===== src/trsf_pkg.sv =====
package trsf_pkg;

  // ----------------------------------------------------------------------
  // Geometry
  // ----------------------------------------------------------------------
  localparam int unsigned DEPTH   = 32;
  localparam int unsigned AW      = 5;
  localparam int unsigned DW      = 16;
  localparam int unsigned SETW    = 48;
  localparam logic [5:0]  LVL_MAX = 6'h20;

  // ----------------------------------------------------------------------
  // Register byte addresses
  // ----------------------------------------------------------------------
  localparam logic [7:0] ADDR_CTRL   = 8'h00;
  localparam logic [7:0] ADDR_ROUTE  = 8'h04;
  localparam logic [7:0] ADDR_STATUS = 8'h08;
  localparam logic [7:0] ADDR_MASK   = 8'h0c;
  localparam logic [7:0] ADDR_OUT_XY = 8'h10;
  localparam logic [7:0] ADDR_OUT_Z  = 8'h14;
  localparam logic [7:0] ADDR_BURST  = 8'h18;

  // ----------------------------------------------------------------------
  // Field positions
  // ----------------------------------------------------------------------
  localparam int unsigned WTM_LSB  = 0;
  localparam int unsigned WTM_MSB  = 4;
  localparam int unsigned MODE_LSB = 5;
  localparam int unsigned MODE_MSB = 7;
  localparam int unsigned EV_WTM   = 0;
  localparam int unsigned EV_EMPTY = 1;
  localparam int unsigned EV_FULL  = 2;
  localparam int unsigned ST_LVL_LSB = 8;
  localparam int unsigned ST_LVL_MSB = 13;

  localparam logic [7:0] CTRL_RST  = 8'h00;
  localparam logic [2:0] ROUTE_RST = 3'h0;
  localparam logic [2:0] MASK_RST  = 3'h0;
  localparam logic [1:0] BURST_LAST = 2'h2;

  // ----------------------------------------------------------------------
  // Modes
  // ----------------------------------------------------------------------
  typedef enum logic [2:0] {
    MODE_BYPASS    = 3'b000,
    MODE_FIFO      = 3'b001,
    MODE_STREAM    = 3'b010,
    MODE_STR2FIFO  = 3'b011,
    MODE_BYP2STR   = 3'b100
  } trsf_mode_t;

  typedef struct packed {
    logic [DW-1:0] yaw;
    logic [DW-1:0] pitch;
    logic [DW-1:0] roll;
  } trsf_set_t;

endpackage


===== src/trsf_fifo.sv =====
// The address map and the APB slave port were chosen for this implementation.
`timescale 1ns/100ps
module trsf_fifo (
  input  wire logic                    pclk,
  input  wire logic                    presetn,
  input  wire logic                    psel,
  input  wire logic                    penable,
  input  wire logic                    pwrite,
  input  wire logic [7:0]              paddr,
  input  wire logic [31:0]             pwdata,
  output logic      [31:0]             prdata,
  output logic                         pready,
  output logic                         pslverr,
  input  wire logic                    sample_valid,
  input  wire trsf_pkg::trsf_set_t     sample_data,
  input  wire logic                    motion_trigger,
  output logic                         ready_irq_pin,
  output logic                         irq
);

  typedef struct packed {
    logic [7:0]          ctrl;
    logic [2:0]          route;
    logic [2:0]          mask;
    logic [2:0]          sticky;
    logic [5:0]          level;
    logic [4:0]          wptr;
    logic [4:0]          rptr;
    logic                trig;
    logic                trig_s1;
    logic                trig_s2;
    logic                trig_prev;
    trsf_pkg::trsf_set_t out_set;
    logic                pop_pend;
    logic [1:0]          burst_idx;
    logic [31:0]         prdata;
    logic                pready;
    logic                pslverr;
    logic                pin;
    logic                irq;
  } trsf_state_t;

  trsf_state_t         s_q;
  trsf_state_t         s_d;
  trsf_pkg::trsf_set_t mem_rdata;
  logic                mem_we;

  trsf_pkg::trsf_mode_t mode;
  trsf_pkg::trsf_mode_t eff_mode;
  logic [4:0]           wtm;
  logic                 ev_wtm;
  logic                 ev_empty;
  logic                 ev_full;
  logic [2:0]           events;
  logic                 acc_rd;
  logic                 acc_wr;
  logic                 acc_wt;
  logic                 pop;
  logic                 push;
  logic                 drop;
  logic [trsf_pkg::DW-1:0] burst_word;

  // ----------------------------------------------------------------------
  // Sample storage
  // ----------------------------------------------------------------------
  trsf_mem u_mem (
    .clk   (pclk),
    .we    (mem_we),
    .waddr (s_q.wptr),
    .wdata (sample_data),
    .raddr (s_q.rptr),
    .rdata (mem_rdata)
  );

  // ----------------------------------------------------------------------
  // Mode decode and events
  // ----------------------------------------------------------------------
  always_comb begin
    mode = trsf_pkg::trsf_mode_t'(s_q.ctrl[trsf_pkg::MODE_MSB:trsf_pkg::MODE_LSB]);
    wtm  = s_q.ctrl[trsf_pkg::WTM_MSB:trsf_pkg::WTM_LSB];
    case (mode)
      trsf_pkg::MODE_BYP2STR: begin
        eff_mode = s_q.trig ? trsf_pkg::MODE_STREAM : trsf_pkg::MODE_BYPASS;
      end
      trsf_pkg::MODE_STR2FIFO: begin
        eff_mode = s_q.trig ? trsf_pkg::MODE_FIFO : trsf_pkg::MODE_STREAM;
      end
      trsf_pkg::MODE_FIFO, trsf_pkg::MODE_STREAM: begin
        eff_mode = mode;
      end
      default: begin
        eff_mode = trsf_pkg::MODE_BYPASS;
      end
    endcase
    ev_empty = (s_q.level == 6'h00);
    ev_full  = (s_q.level == trsf_pkg::LVL_MAX);
    ev_wtm   = (eff_mode != trsf_pkg::MODE_BYPASS)
               && (s_q.level >= {1'b0, wtm});
    events   = '0;
    events[trsf_pkg::EV_WTM]   = ev_wtm;
    events[trsf_pkg::EV_EMPTY] = ev_empty;
    events[trsf_pkg::EV_FULL]  = ev_full;
  end

  // ----------------------------------------------------------------------
  // Bus decode and queue moves
  // ----------------------------------------------------------------------
  always_comb begin
    acc_rd = psel && penable && !pwrite && s_q.pready;
    acc_wr = psel && penable && pwrite && s_q.pready;
    acc_wt = psel && penable && !s_q.pready;
    pop = acc_rd && (eff_mode != trsf_pkg::MODE_BYPASS) && !ev_empty
          && ((paddr == trsf_pkg::ADDR_OUT_XY)
              || (paddr == trsf_pkg::ADDR_BURST && s_q.burst_idx == 2'h0));
    push = sample_valid && (eff_mode != trsf_pkg::MODE_BYPASS)
           && !(eff_mode == trsf_pkg::MODE_FIFO && ev_full);
    drop = push && ev_full;
    mem_we = push;
    case (s_q.burst_idx)
      2'h0:    burst_word = s_q.out_set.yaw;
      2'h1:    burst_word = s_q.out_set.pitch;
      default: burst_word = s_q.out_set.roll;
    endcase
  end

  // ----------------------------------------------------------------------
  // Next state
  // ----------------------------------------------------------------------
  always_comb begin
    s_d = s_q;
    s_d.pslverr = 1'b0;
    // Two flop sync of the motion trigger
    s_d.trig_s1   = motion_trigger;
    s_d.trig_s2   = s_q.trig_s1;
    s_d.trig_prev = s_q.trig_s2;

    // Fill level and pointers
    if (push) begin
      s_d.wptr = s_q.wptr + 5'h01;
    end
    if (pop || drop) begin
      s_d.rptr = s_q.rptr + 5'h01;
    end
    if (push && !drop && !pop) begin
      s_d.level = s_q.level + 6'h01;
    end else if (pop && !push) begin
      s_d.level = s_q.level - 6'h01;
    end
    // Bypass holds the queue empty: level, wptr and rptr are forced to zero
    if (eff_mode == trsf_pkg::MODE_BYPASS) begin
      s_d.level = 6'h00;
      s_d.wptr  = 5'h00;
      s_d.rptr  = 5'h00;
    end

    // Registered read data reaches out_set two cycles after the pop
    s_d.pop_pend = pop;
    if (s_q.pop_pend) begin
      s_d.out_set = mem_rdata;
    end else if (eff_mode == trsf_pkg::MODE_BYPASS && sample_valid) begin
      s_d.out_set = sample_data;
    end

    // Sticky status, set beats clear-on-read
    if (acc_rd && paddr == trsf_pkg::ADDR_STATUS) begin
      s_d.sticky = events;
    end else begin
      s_d.sticky = s_q.sticky | events;
    end

    // APB answer: one wait cycle so registered read data can land
    s_d.pready = !(psel && !penable);
    s_d.prdata = 32'h0000_0000;
    if (acc_wt && pwrite) begin
      case (paddr)
        trsf_pkg::ADDR_CTRL, trsf_pkg::ADDR_ROUTE, trsf_pkg::ADDR_MASK: s_d.pslverr = 1'b0;
        default: s_d.pslverr = 1'b1;
      endcase
    end
    if (acc_wt && !pwrite) begin
      case (paddr)
        trsf_pkg::ADDR_CTRL:   s_d.prdata = {24'h00_0000, s_q.ctrl};
        trsf_pkg::ADDR_ROUTE:  s_d.prdata = {29'h0, s_q.route};
        trsf_pkg::ADDR_MASK:   s_d.prdata = {29'h0, s_q.mask};
        trsf_pkg::ADDR_STATUS: begin
          s_d.prdata = {18'h0, s_q.level, 5'h0, s_q.sticky | events};
        end
        trsf_pkg::ADDR_OUT_XY: s_d.prdata = {s_q.out_set.pitch, s_q.out_set.yaw};
        trsf_pkg::ADDR_OUT_Z:  s_d.prdata = {16'h0000, s_q.out_set.roll};
        trsf_pkg::ADDR_BURST:  s_d.prdata = {16'h0000, burst_word};
        default:               s_d.pslverr = 1'b1;
      endcase
    end
    if (acc_wr) begin
      case (paddr)
        trsf_pkg::ADDR_CTRL: begin
          s_d.ctrl = pwdata[7:0];
          s_d.trig = 1'b0;
          if (pwdata[trsf_pkg::MODE_MSB:trsf_pkg::MODE_LSB] == trsf_pkg::MODE_BYPASS) begin
            s_d.level = 6'h00;
            s_d.wptr  = 5'h00;
            s_d.rptr  = 5'h00;
          end
        end
        trsf_pkg::ADDR_ROUTE: s_d.route = pwdata[2:0];
        trsf_pkg::ADDR_MASK:  s_d.mask  = pwdata[2:0];
        default: begin
        end
      endcase
    end
    if (acc_rd && paddr == trsf_pkg::ADDR_BURST) begin
      s_d.burst_idx = (s_q.burst_idx == trsf_pkg::BURST_LAST)
                      ? 2'h0 : s_q.burst_idx + 2'h1;
    end
    // Trigger arm after the control write, so a coincident edge wins
    if (s_q.trig_s2 && !s_q.trig_prev
        && (mode == trsf_pkg::MODE_BYP2STR || mode == trsf_pkg::MODE_STR2FIFO)) begin
      s_d.trig = 1'b1;
    end

    // Interrupt outputs
    s_d.pin = |(s_d.sticky & s_d.route) | |(events & s_q.route);
    s_d.irq = |(s_d.sticky & s_q.mask);
  end

  always_ff @(posedge pclk or negedge presetn) begin
    if (!presetn) begin
      s_q        <= '0;
      s_q.ctrl   <= trsf_pkg::CTRL_RST;
      s_q.route  <= trsf_pkg::ROUTE_RST;
      s_q.mask   <= trsf_pkg::MASK_RST;
      s_q.pready <= 1'b1;
    end else begin
      s_q <= s_d;
    end
  end

  assign prdata        = s_q.prdata;
  assign pready        = s_q.pready;
  assign pslverr       = s_q.pslverr;
  assign ready_irq_pin = s_q.pin;
  assign irq           = s_q.irq;

  // ----------------------------------------------------------------------
  // Checks
  // ----------------------------------------------------------------------
  a_level_bound: assert property (@(posedge pclk) disable iff (!presetn)
    s_q.level <= trsf_pkg::LVL_MAX) else $error("fill level above 32");
  a_fifo_stop: assert property (@(posedge pclk) disable iff (!presetn)
    (eff_mode == trsf_pkg::MODE_FIFO && ev_full && sample_valid && !acc_wr)
      |=> $stable(s_q.wptr))
    else $error("fifo accepted sample when full");
  a_bypass_empty: assert property (@(posedge pclk) disable iff (!presetn)
    (eff_mode == trsf_pkg::MODE_BYPASS)
      |=> (s_q.level == 6'h00 || eff_mode != trsf_pkg::MODE_BYPASS))
    else $error("bypass not empty");
  a_stream_drop: assert property (@(posedge pclk) disable iff (!presetn)
    (eff_mode == trsf_pkg::MODE_STREAM && ev_full && sample_valid && !pop && !acc_wr)
      |=> ev_full)
    else $error("stream lost full level");
  a_push_grow: assert property (@(posedge pclk) disable iff (!presetn)
    (push && !pop && !drop && !(acc_wr && paddr == trsf_pkg::ADDR_CTRL))
      |=> s_q.level == $past(s_q.level) + 6'h01) else $error("level did not grow");
  a_pop_shrink: assert property (@(posedge pclk) disable iff (!presetn)
    (pop && !push && !(acc_wr)) |=> s_q.level == $past(s_q.level) - 6'h01)
    else $error("level did not shrink");
  a_burst_wrap: assert property (@(posedge pclk) disable iff (!presetn)
    (acc_rd && paddr == trsf_pkg::ADDR_BURST && s_q.burst_idx == trsf_pkg::BURST_LAST)
      |=> s_q.burst_idx == 2'h0) else $error("burst did not wrap");
  a_route_pin: assert property (@(posedge pclk) disable iff (!presetn)
    (s_q.route == 3'h0 && s_q.sticky == 3'h0 && events == 3'h0) |=> !ready_irq_pin)
    else $error("pin raised without routing");
  a_status_set: assert property (@(posedge pclk) disable iff (!presetn)
    ev_full |=> s_q.sticky[trsf_pkg::EV_FULL]) else $error("full not recorded");
  a_bypass_clear: assert property (@(posedge pclk) disable iff (!presetn)
    (acc_wr && paddr == trsf_pkg::ADDR_CTRL
     && pwdata[trsf_pkg::MODE_MSB:trsf_pkg::MODE_LSB] == trsf_pkg::MODE_BYPASS)
      |=> s_q.level == 6'h00) else $error("bypass did not clear");
  a_apb_wait: assert property (@(posedge pclk) disable iff (!presetn)
    (psel && !penable) |=> !pready) else $error("no wait state after setup");

  c_fifo_full:   cover property (@(posedge pclk) disable iff (!presetn)
    eff_mode == trsf_pkg::MODE_FIFO && ev_full);
  c_stream_drop: cover property (@(posedge pclk) disable iff (!presetn) drop);
  c_trigger:     cover property (@(posedge pclk) disable iff (!presetn) s_q.trig);
  c_burst_wrap:  cover property (@(posedge pclk) disable iff (!presetn)
    acc_rd && paddr == trsf_pkg::ADDR_BURST && s_q.burst_idx == trsf_pkg::BURST_LAST);

endmodule // trsf_fifo


===== src/trsf_mem.sv =====
`timescale 1ns/100ps
module trsf_mem (
  input  wire logic                           clk,
  input  wire logic                           we,
  input  wire logic [trsf_pkg::AW-1:0]        waddr,
  input  wire trsf_pkg::trsf_set_t            wdata,
  input  wire logic [trsf_pkg::AW-1:0]        raddr,
  output trsf_pkg::trsf_set_t                 rdata
);

  // ----------------------------------------------------------------------
  // Sample set storage, registered read
  // ----------------------------------------------------------------------
  trsf_pkg::trsf_set_t mem [trsf_pkg::DEPTH];

  always_ff @(posedge clk) begin
    if (we) begin
      mem[waddr] <= wdata;
    end
    rdata <= mem[raddr];
  end

endmodule // trsf_mem


===== config.mk =====
export PLATFORM = sky130hd
export DESIGN_NAME = trsf_fifo
export DESIGN_NICKNAME = d
export VERILOG_FILES = /design/src/trsf_pkg.sv /design/src/trsf_fifo.sv /design/src/trsf_mem.sv
export SDC_FILE = /design/constraint.sdc
export NUM_CORES = 2
export LEC_CHECK = 0
export BUFFER_PORTS_ARGS = -buffer_cell sky130_fd_sc_hd__buf_2
export CAP_MARGIN = 20
export CORE_ASPECT_RATIO = 0.6
export CORE_UTILIZATION = 35
export DETAILED_ROUTE_END_ITERATION = 6
export GPL_ROUTABILITY_DRIVEN = 0
export PLACE_DENSITY = 0.58
export SLEW_MARGIN = 20
export SYNTH_ARGS = -nofsm -noshare
export SYNTH_HDL_FRONTEND = slang
export SYNTH_SLANG_ARGS = --single-unit

===== constraint.sdc =====
create_clock -name pclk -period 11 [get_ports pclk]
set_input_delay 1.65 -clock pclk [delete_from_list [all_inputs] [get_ports pclk]]
set_output_delay 1.65 -clock pclk [all_outputs]
set_load 0.01 [all_outputs]

# Yosys cells after proc, flatten, opt, wreduce, memory -nomap -nowiden
# Memories as Yosys holds them, arrays and structs flattened. A register that Yosys moved wholly into a read port is not among the register bits.
# Cells that the tools add are included.
# totals
inputBits	95
regBits	124
output_inout_bits	36
elab_cells	132
memories	1
ram_bits	1536
# memory_table
name	depth	width	read_ports	rd_ports_with_merged_regs	wr	line_no	rtl
u_mem.mem	32	48	1	1	1	trsf_mem.sv:14	trsf_pkg::trsf_set_t mem [trsf_pkg::DEPTH];
# op_classes
n_reduce_logical	57
bitwise	5
n_eq_ne	14
n_lt_le_gt_ge	1
n_addsub	5
n_mux	28
# op_table
operator	n
32-bit one-hot mux with 7 select lines	1
48-bit 2-to-1 mux	2
17-bit 2-to-1 mux	2
16-bit 2-to-1 mux	2
32-bit 2-to-1 mux	1
16-bit one-hot mux with 2 select lines	1
1-bit logical AND	26
8-bit by 5-bit equality test with 1-bit output (second input constant)	3
6-bit 2-to-1 mux	3
8-bit by 4-bit equality test with 1-bit output (second input constant)	2
3-bit OR reduction	4
5-bit by 1-bit adder with 5-bit output (second input constant)	2
1-bit logical NOT	10
5-bit 2-to-1 mux	2
3-bit AND	3
3-bit 2-to-1 mux	3
3-bit one-hot mux with 3 select lines	1
8-bit by 3-bit equality test with 1-bit output (second input constant)	1
8-bit logical NOT	1
1-bit 2-to-1 mux	7
7-bit OR reduction	1
6-bit by 1-bit adder with 6-bit output (second input constant)	1
3-bit by 1-bit equality test with 1-bit output (second input constant)	2
3-bit by 2-bit equality test with 1-bit output (second input constant)	2
18 further kinds	27

# Logic depth before layout (Yosys ltp)
# logic_depth
ltp_word	17
depth_mapped	9

# By module
# Synthesis repeated with hierarchy kept, for this count alone.
# unflattened
hier_cells	3970
area_unflattened_um2	66909.2
# by_module_without_submodules
mod	seq_area_each_um2	cells_per_inst	area_each_um2	instances
trsf_mem	47085.2	3364	60724.5	1
trsf_fifo	3104.2	606	6184.7	1

# Worst setup path after synthesis
# No wires, ideal clock.
# synth_timing
kind	input-to-reg
from	input sample_valid
to	memory u_mem.mem[31][0] in the netlist's numbering, enable pin
stages	5
arrival_ns	4.748
setup_slack_ns	5.799
n_path_buf	1
cell_sequence	clkbuf_1 nand3b_1 o2bb2ai_1 nand2_1 nor2_1
# synth_via
elab_chain_cells	4
# synth_lines
element	line_no	rtl
start: declaration	trsf_fifo.sv:14	input wire logic sample_valid,
1-bit logical AND	trsf_fifo.sv:115	push = sample_valid && (eff_mode != trsf_pkg::MODE_BYPASS)
1-bit logical AND	trsf_fifo.sv:116	&& !(eff_mode == trsf_pkg::MODE_FIFO && ev_full);
1-bit 2-to-1 mux	trsf_mem.sv:17	if (we) begin
1-bit 2-to-1 mux (implied by the code)	trsf_mem.sv:18	mem[waddr] <= wdata;
end: declaration	trsf_mem.sv:14	
# No other way between the ends.

# Worst setup path in the final report
# layout_timing
from	input sample_valid
to	memory u_mem.mem[7][11] in the netlist's numbering, enable pin
# Same word-level chain as after synthesis.

==> impl_metrics.toml <==
[global_route]
global_route.usage.met1_pct = 27.88
antenna_found_initial = 17
grt_start_max_net_pins = 117
grt_first_pass_wirelength_mm = 247.4
grtUsageMet2_pct = 25.37
track_usage_pct = 18.26
met3_usage_pct = 5.665
busiest_layer = "met1"
remaining_global_route_overflow = 0
number_of_global_route_vias_before_repair = 32950

[route]
num_vias = 33770
detail_route.wl_per_cell_um = 28.76
detail_route.drc_violations = 0
detailedRoute.firstIterationViolations = 4009
antenna_violating_nets_post_route = 0
dr.pass1.iters = 5
avgViaCountPerCell = 5.534
finalWirelength_mm = 175.5

[clock_network]
max-clock-path-buffers = 4
postCtsSetupBuffers = 0
cts_tree = "done"
h-tree-depth = 4
worst_skew_pair.late_latency_ns = 0.82
cts.root.buffer_cell = "sky130_fd_sc_hd__clkbuf_16"
numCtsBuffers = 155
cts_hold_repair.buffers = 0
post_cts_resize_count = 0
cts_num_sinks = 1708
path_clk_slew_ns = 0.06

[place]
dpl-instance-area_um2 = 69190
worst_slack_placed_ns = 5.410
buffer_ports.inserted = 106
dp_hpwl_mm = 94.01

[worst_setup_path]
cp.required_ns = 11.39
worstSetupStartpointType = "primary input"
slowest_stage = "sky130_fd_sc_hd__nor2_4"
worstSetupPathType = "in2reg"
worstPathBufferInverterCount = 2
timing.critical_path.max_delay_family = "simple AND/OR/NAND/NOR gates"
crit_chain = "buf_2 > nand3b_1 > o2bb2ai_1 > nand2_1 > nor2_4 > buf_4"
critical_path_arrival_ns = 5.29
cp_peak_stage_delay_ns = 1.14
crit_fanout = 25
kind_of_capture_point_of_the_worst_setup_path = "register"

[cells_and_area]
ff_latch_area_um2 = 50210
drive_gt1_share_pct = 19.55
flow.area_growth_from_synthesis_pct = 12.91
nets = 3610
filler_cell_count = 16450
stdcell_area_um2 = 74170
multi_input_area_um2 = 14640

[yosys]
synthCells = 3398
syn-mean-instance-area_um2 = 19.33
synth-seq-area-share_pct = 76.41
synth-xor-area-share_pct = 0.1467
mappedNetlistNets = 3505
ys_warn_count = 0
synth_mux_area_share_pct = 13.70
post_synth_main_area_contributors = "sky130_fd_sc_hd__edfxtp_1, sky130_fd_sc_hd__mux4_2, sky130_fd_sc_hd__mux2i_1"
synth.cell_area_um2 = 65690
async_set_reset_flop_share_out_of_synthesis_pct = 7.260
most_area_hungry_cell_type_in_the_yosys_netlist = "sky130_fd_sc_hd__edfxtp_1"
synthAdderAreaFrac_pct = 0.2286
synth_top_family_by_area = "multiplexers"
ys_seq_elements = 1708
synth.lib_cells_used.distinct = 67
synth-simple-area-share_pct = 1.926
synth_top_cell_area_share_pct = 70.22
postSynth.topFlopCell = "sky130_fd_sc_hd__edfxtp_1"
synth_compound_area_share_pct = 5.872
number_of_enable_flip_flop_cells_after_synthesis = 1536

[timing]
period_share_pct = 44.54
slew_headroom_pct = 21.30
fin_worst_skew_ns = 0.05952
final-setup-viol-count = 0
final.setup.worst_slack_ns = 6.101
finalHoldViolations = 0
tightest_slew_ns = 1.181
timing.hold.ws_ns = 0.3508
slew_violations = 0
fin_setup_tns_ns = 0
grt_setup_unrepaired = "no"
layout_min_cycle_time_ns = 4.899
max_freq_mhz = 204.1

[power]
static-leakage-power_nw = 22.58
power_w = 0.01266
p_per_area_nw_per_um2 = 170.7
power.ir.vdd_worst_mv = 0.1419

[floorplanning]
core_um2 = 185500
die_w_um = 561.3
die_h_um = 337.6
rows = 122
io-pin-count = 131
initial_core_util_pct = 35.42
die_area_um2 = 189500

[hold_path]
holdCritPathClass = "reg2reg"

[status]
outcome = "finished clean"

[run]
max_cap_violations = 0
## Yosys cell counts, types with 2 or more instances
cell type and number:
sky130_fd_sc_hd__nand2b_1 4, sky130_fd_sc_hd__or2_2 4, sky130_fd_sc_hd__nor2b_1 2, sky130_fd_sc_hd__a21o_1 52
sky130_fd_sc_hd__xnor2_1 4, sky130_fd_sc_hd__o21ai_0 105, sky130_fd_sc_hd__o221ai_1 145, sky130_fd_sc_hd__buf_2 50
sky130_fd_sc_hd__and4b_1 2, sky130_fd_sc_hd__and3_1 4, sky130_fd_sc_hd__and2_1 19, sky130_fd_sc_hd__nand2_1 129
sky130_fd_sc_hd__nand3b_1 4, sky130_fd_sc_hd__dfxtp_1 48, sky130_fd_sc_hd__buf_1 24, sky130_fd_sc_hd__buf_4 33
sky130_fd_sc_hd__a222oi_1 15, sky130_fd_sc_hd__or4b_1 2, sky130_fd_sc_hd__inv_1 19, sky130_fd_sc_hd__a21oi_1 70
sky130_fd_sc_hd__dfrtp_1 123, sky130_fd_sc_hd__ha_1 12, sky130_fd_sc_hd__xor2_1 7, sky130_fd_sc_hd__nor4_1 3
sky130_fd_sc_hd__nor2_1 63, sky130_fd_sc_hd__a22oi_1 2, sky130_fd_sc_hd__edfxtp_1 1536, sky130_fd_sc_hd__a32o_1 2
sky130_fd_sc_hd__mux4_2 242, sky130_fd_sc_hd__nor3_1 7, sky130_fd_sc_hd__a211oi_1 52, sky130_fd_sc_hd__nand3_1 5
sky130_fd_sc_hd__mux2_2 13, sky130_fd_sc_hd__mux2i_1 340, sky130_fd_sc_hd__o22ai_1 97, sky130_fd_sc_hd__clkbuf_1 121
sky130_fd_sc_hd__or3b_2 2, sky130_fd_sc_hd__a31oi_1 2, sky130_fd_sc_hd__nand4_1 5, sky130_fd_sc_hd__a211o_1 2
## report_power, final
group | switching, W | internal (W)
combinational | 0.000135 | 0.0000266
sequential | 0.0000194 | 0.00708
clock | 0.00237 | 0.00302
## cell families (layout without fill, tap and decap cells)
logic type      count (synthesis)  in the layout
compound gates                556            556
xor+xnor                       11             11
fa+ha+maj                      12             12
buf+inv                       249            468
flops                        1708           1708
mux                           595            595
other cells                     0              5
simple gates                  267            267
## flip-flops by register name (all words and copies together), names as in the netlist
name,cells
ready_irq_pin,1
pslverr,1
u_mem.mem,1536
irq,1
s_d,2
s_q,83
u_mem.rdata,48
pready,1
mode,3
prdata,32
## metrics by stage
step	utilization, %	cells
after floorplan	-	3398
after global placement	37.28	5821
after detailed placement	37.31	5823
after CTS	39.96	6094
after global routing	39.99	6100
final	39.99	6102
## final timing paths
check                      slack, ns  cells after the start         start               end
max in group asynchronous       9.02                      2       presetn           s_q[38]
hold / removal                  0.35                      0       s_d[88]           s_d[87]
setup reg to reg                6.12                      8      s_q[101]  u_mem.mem[7][11]
min in group asynchronous       0.79                      1       presetn           s_q[55]
setup / recovery                6.10                      6  sample_valid  u_mem.mem[7][11]
hold reg to reg                 0.35                      0       s_d[88]           s_d[87]
## placed cells by master (no fill, tap or decap), types with 15 or more instances in the layout
master and instances:
sky130_fd_sc_hd__edfxtp_1 1536, sky130_fd_sc_hd__mux2i_1 339, sky130_fd_sc_hd__clkbuf_16 159, sky130_fd_sc_hd__nand2_1 127
sky130_fd_sc_hd__nor2_1 32, sky130_fd_sc_hd__clkinv_1 26, sky130_fd_sc_hd__clkinv_2 23, sky130_fd_sc_hd__o21ai_0 105
sky130_fd_sc_hd__buf_4 60, sky130_fd_sc_hd__o221ai_1 145, sky130_fd_sc_hd__o22ai_1 97, sky130_fd_sc_hd__dfxtp_1 48
sky130_fd_sc_hd__and2_1 19, sky130_fd_sc_hd__a211oi_1 52, sky130_fd_sc_hd__a21oi_1 69, sky130_fd_sc_hd__nor2_4 31
sky130_fd_sc_hd__buf_2 105, sky130_fd_sc_hd__a21o_1 52, sky130_fd_sc_hd__inv_1 18, sky130_fd_sc_hd__clkbuf_1 32
sky130_fd_sc_hd__dfrtp_1 117, sky130_fd_sc_hd__a222oi_1 15, sky130_fd_sc_hd__mux4_2 242
## metal layers
layer | vias up | part of all wire [%]
met5 | - | 0
met4 | 0 | 1.7
met3 | 224 | 10
met2 | 1509 | 42
met1 | 17890 | 47
li1 | 14140 | -
## cell type report
class	count	share of cell area (%)
inverters	20	0.1080
diodes	5	0.01687
repair buffers	177	1.619
flip-flops and latches	1708	67.70
clock buffers	201	5.712
multi-input cells	1441	19.74
well taps	2480	4.184
clock inverters	70	0.9228
Power figures use the tool's default switching activity.
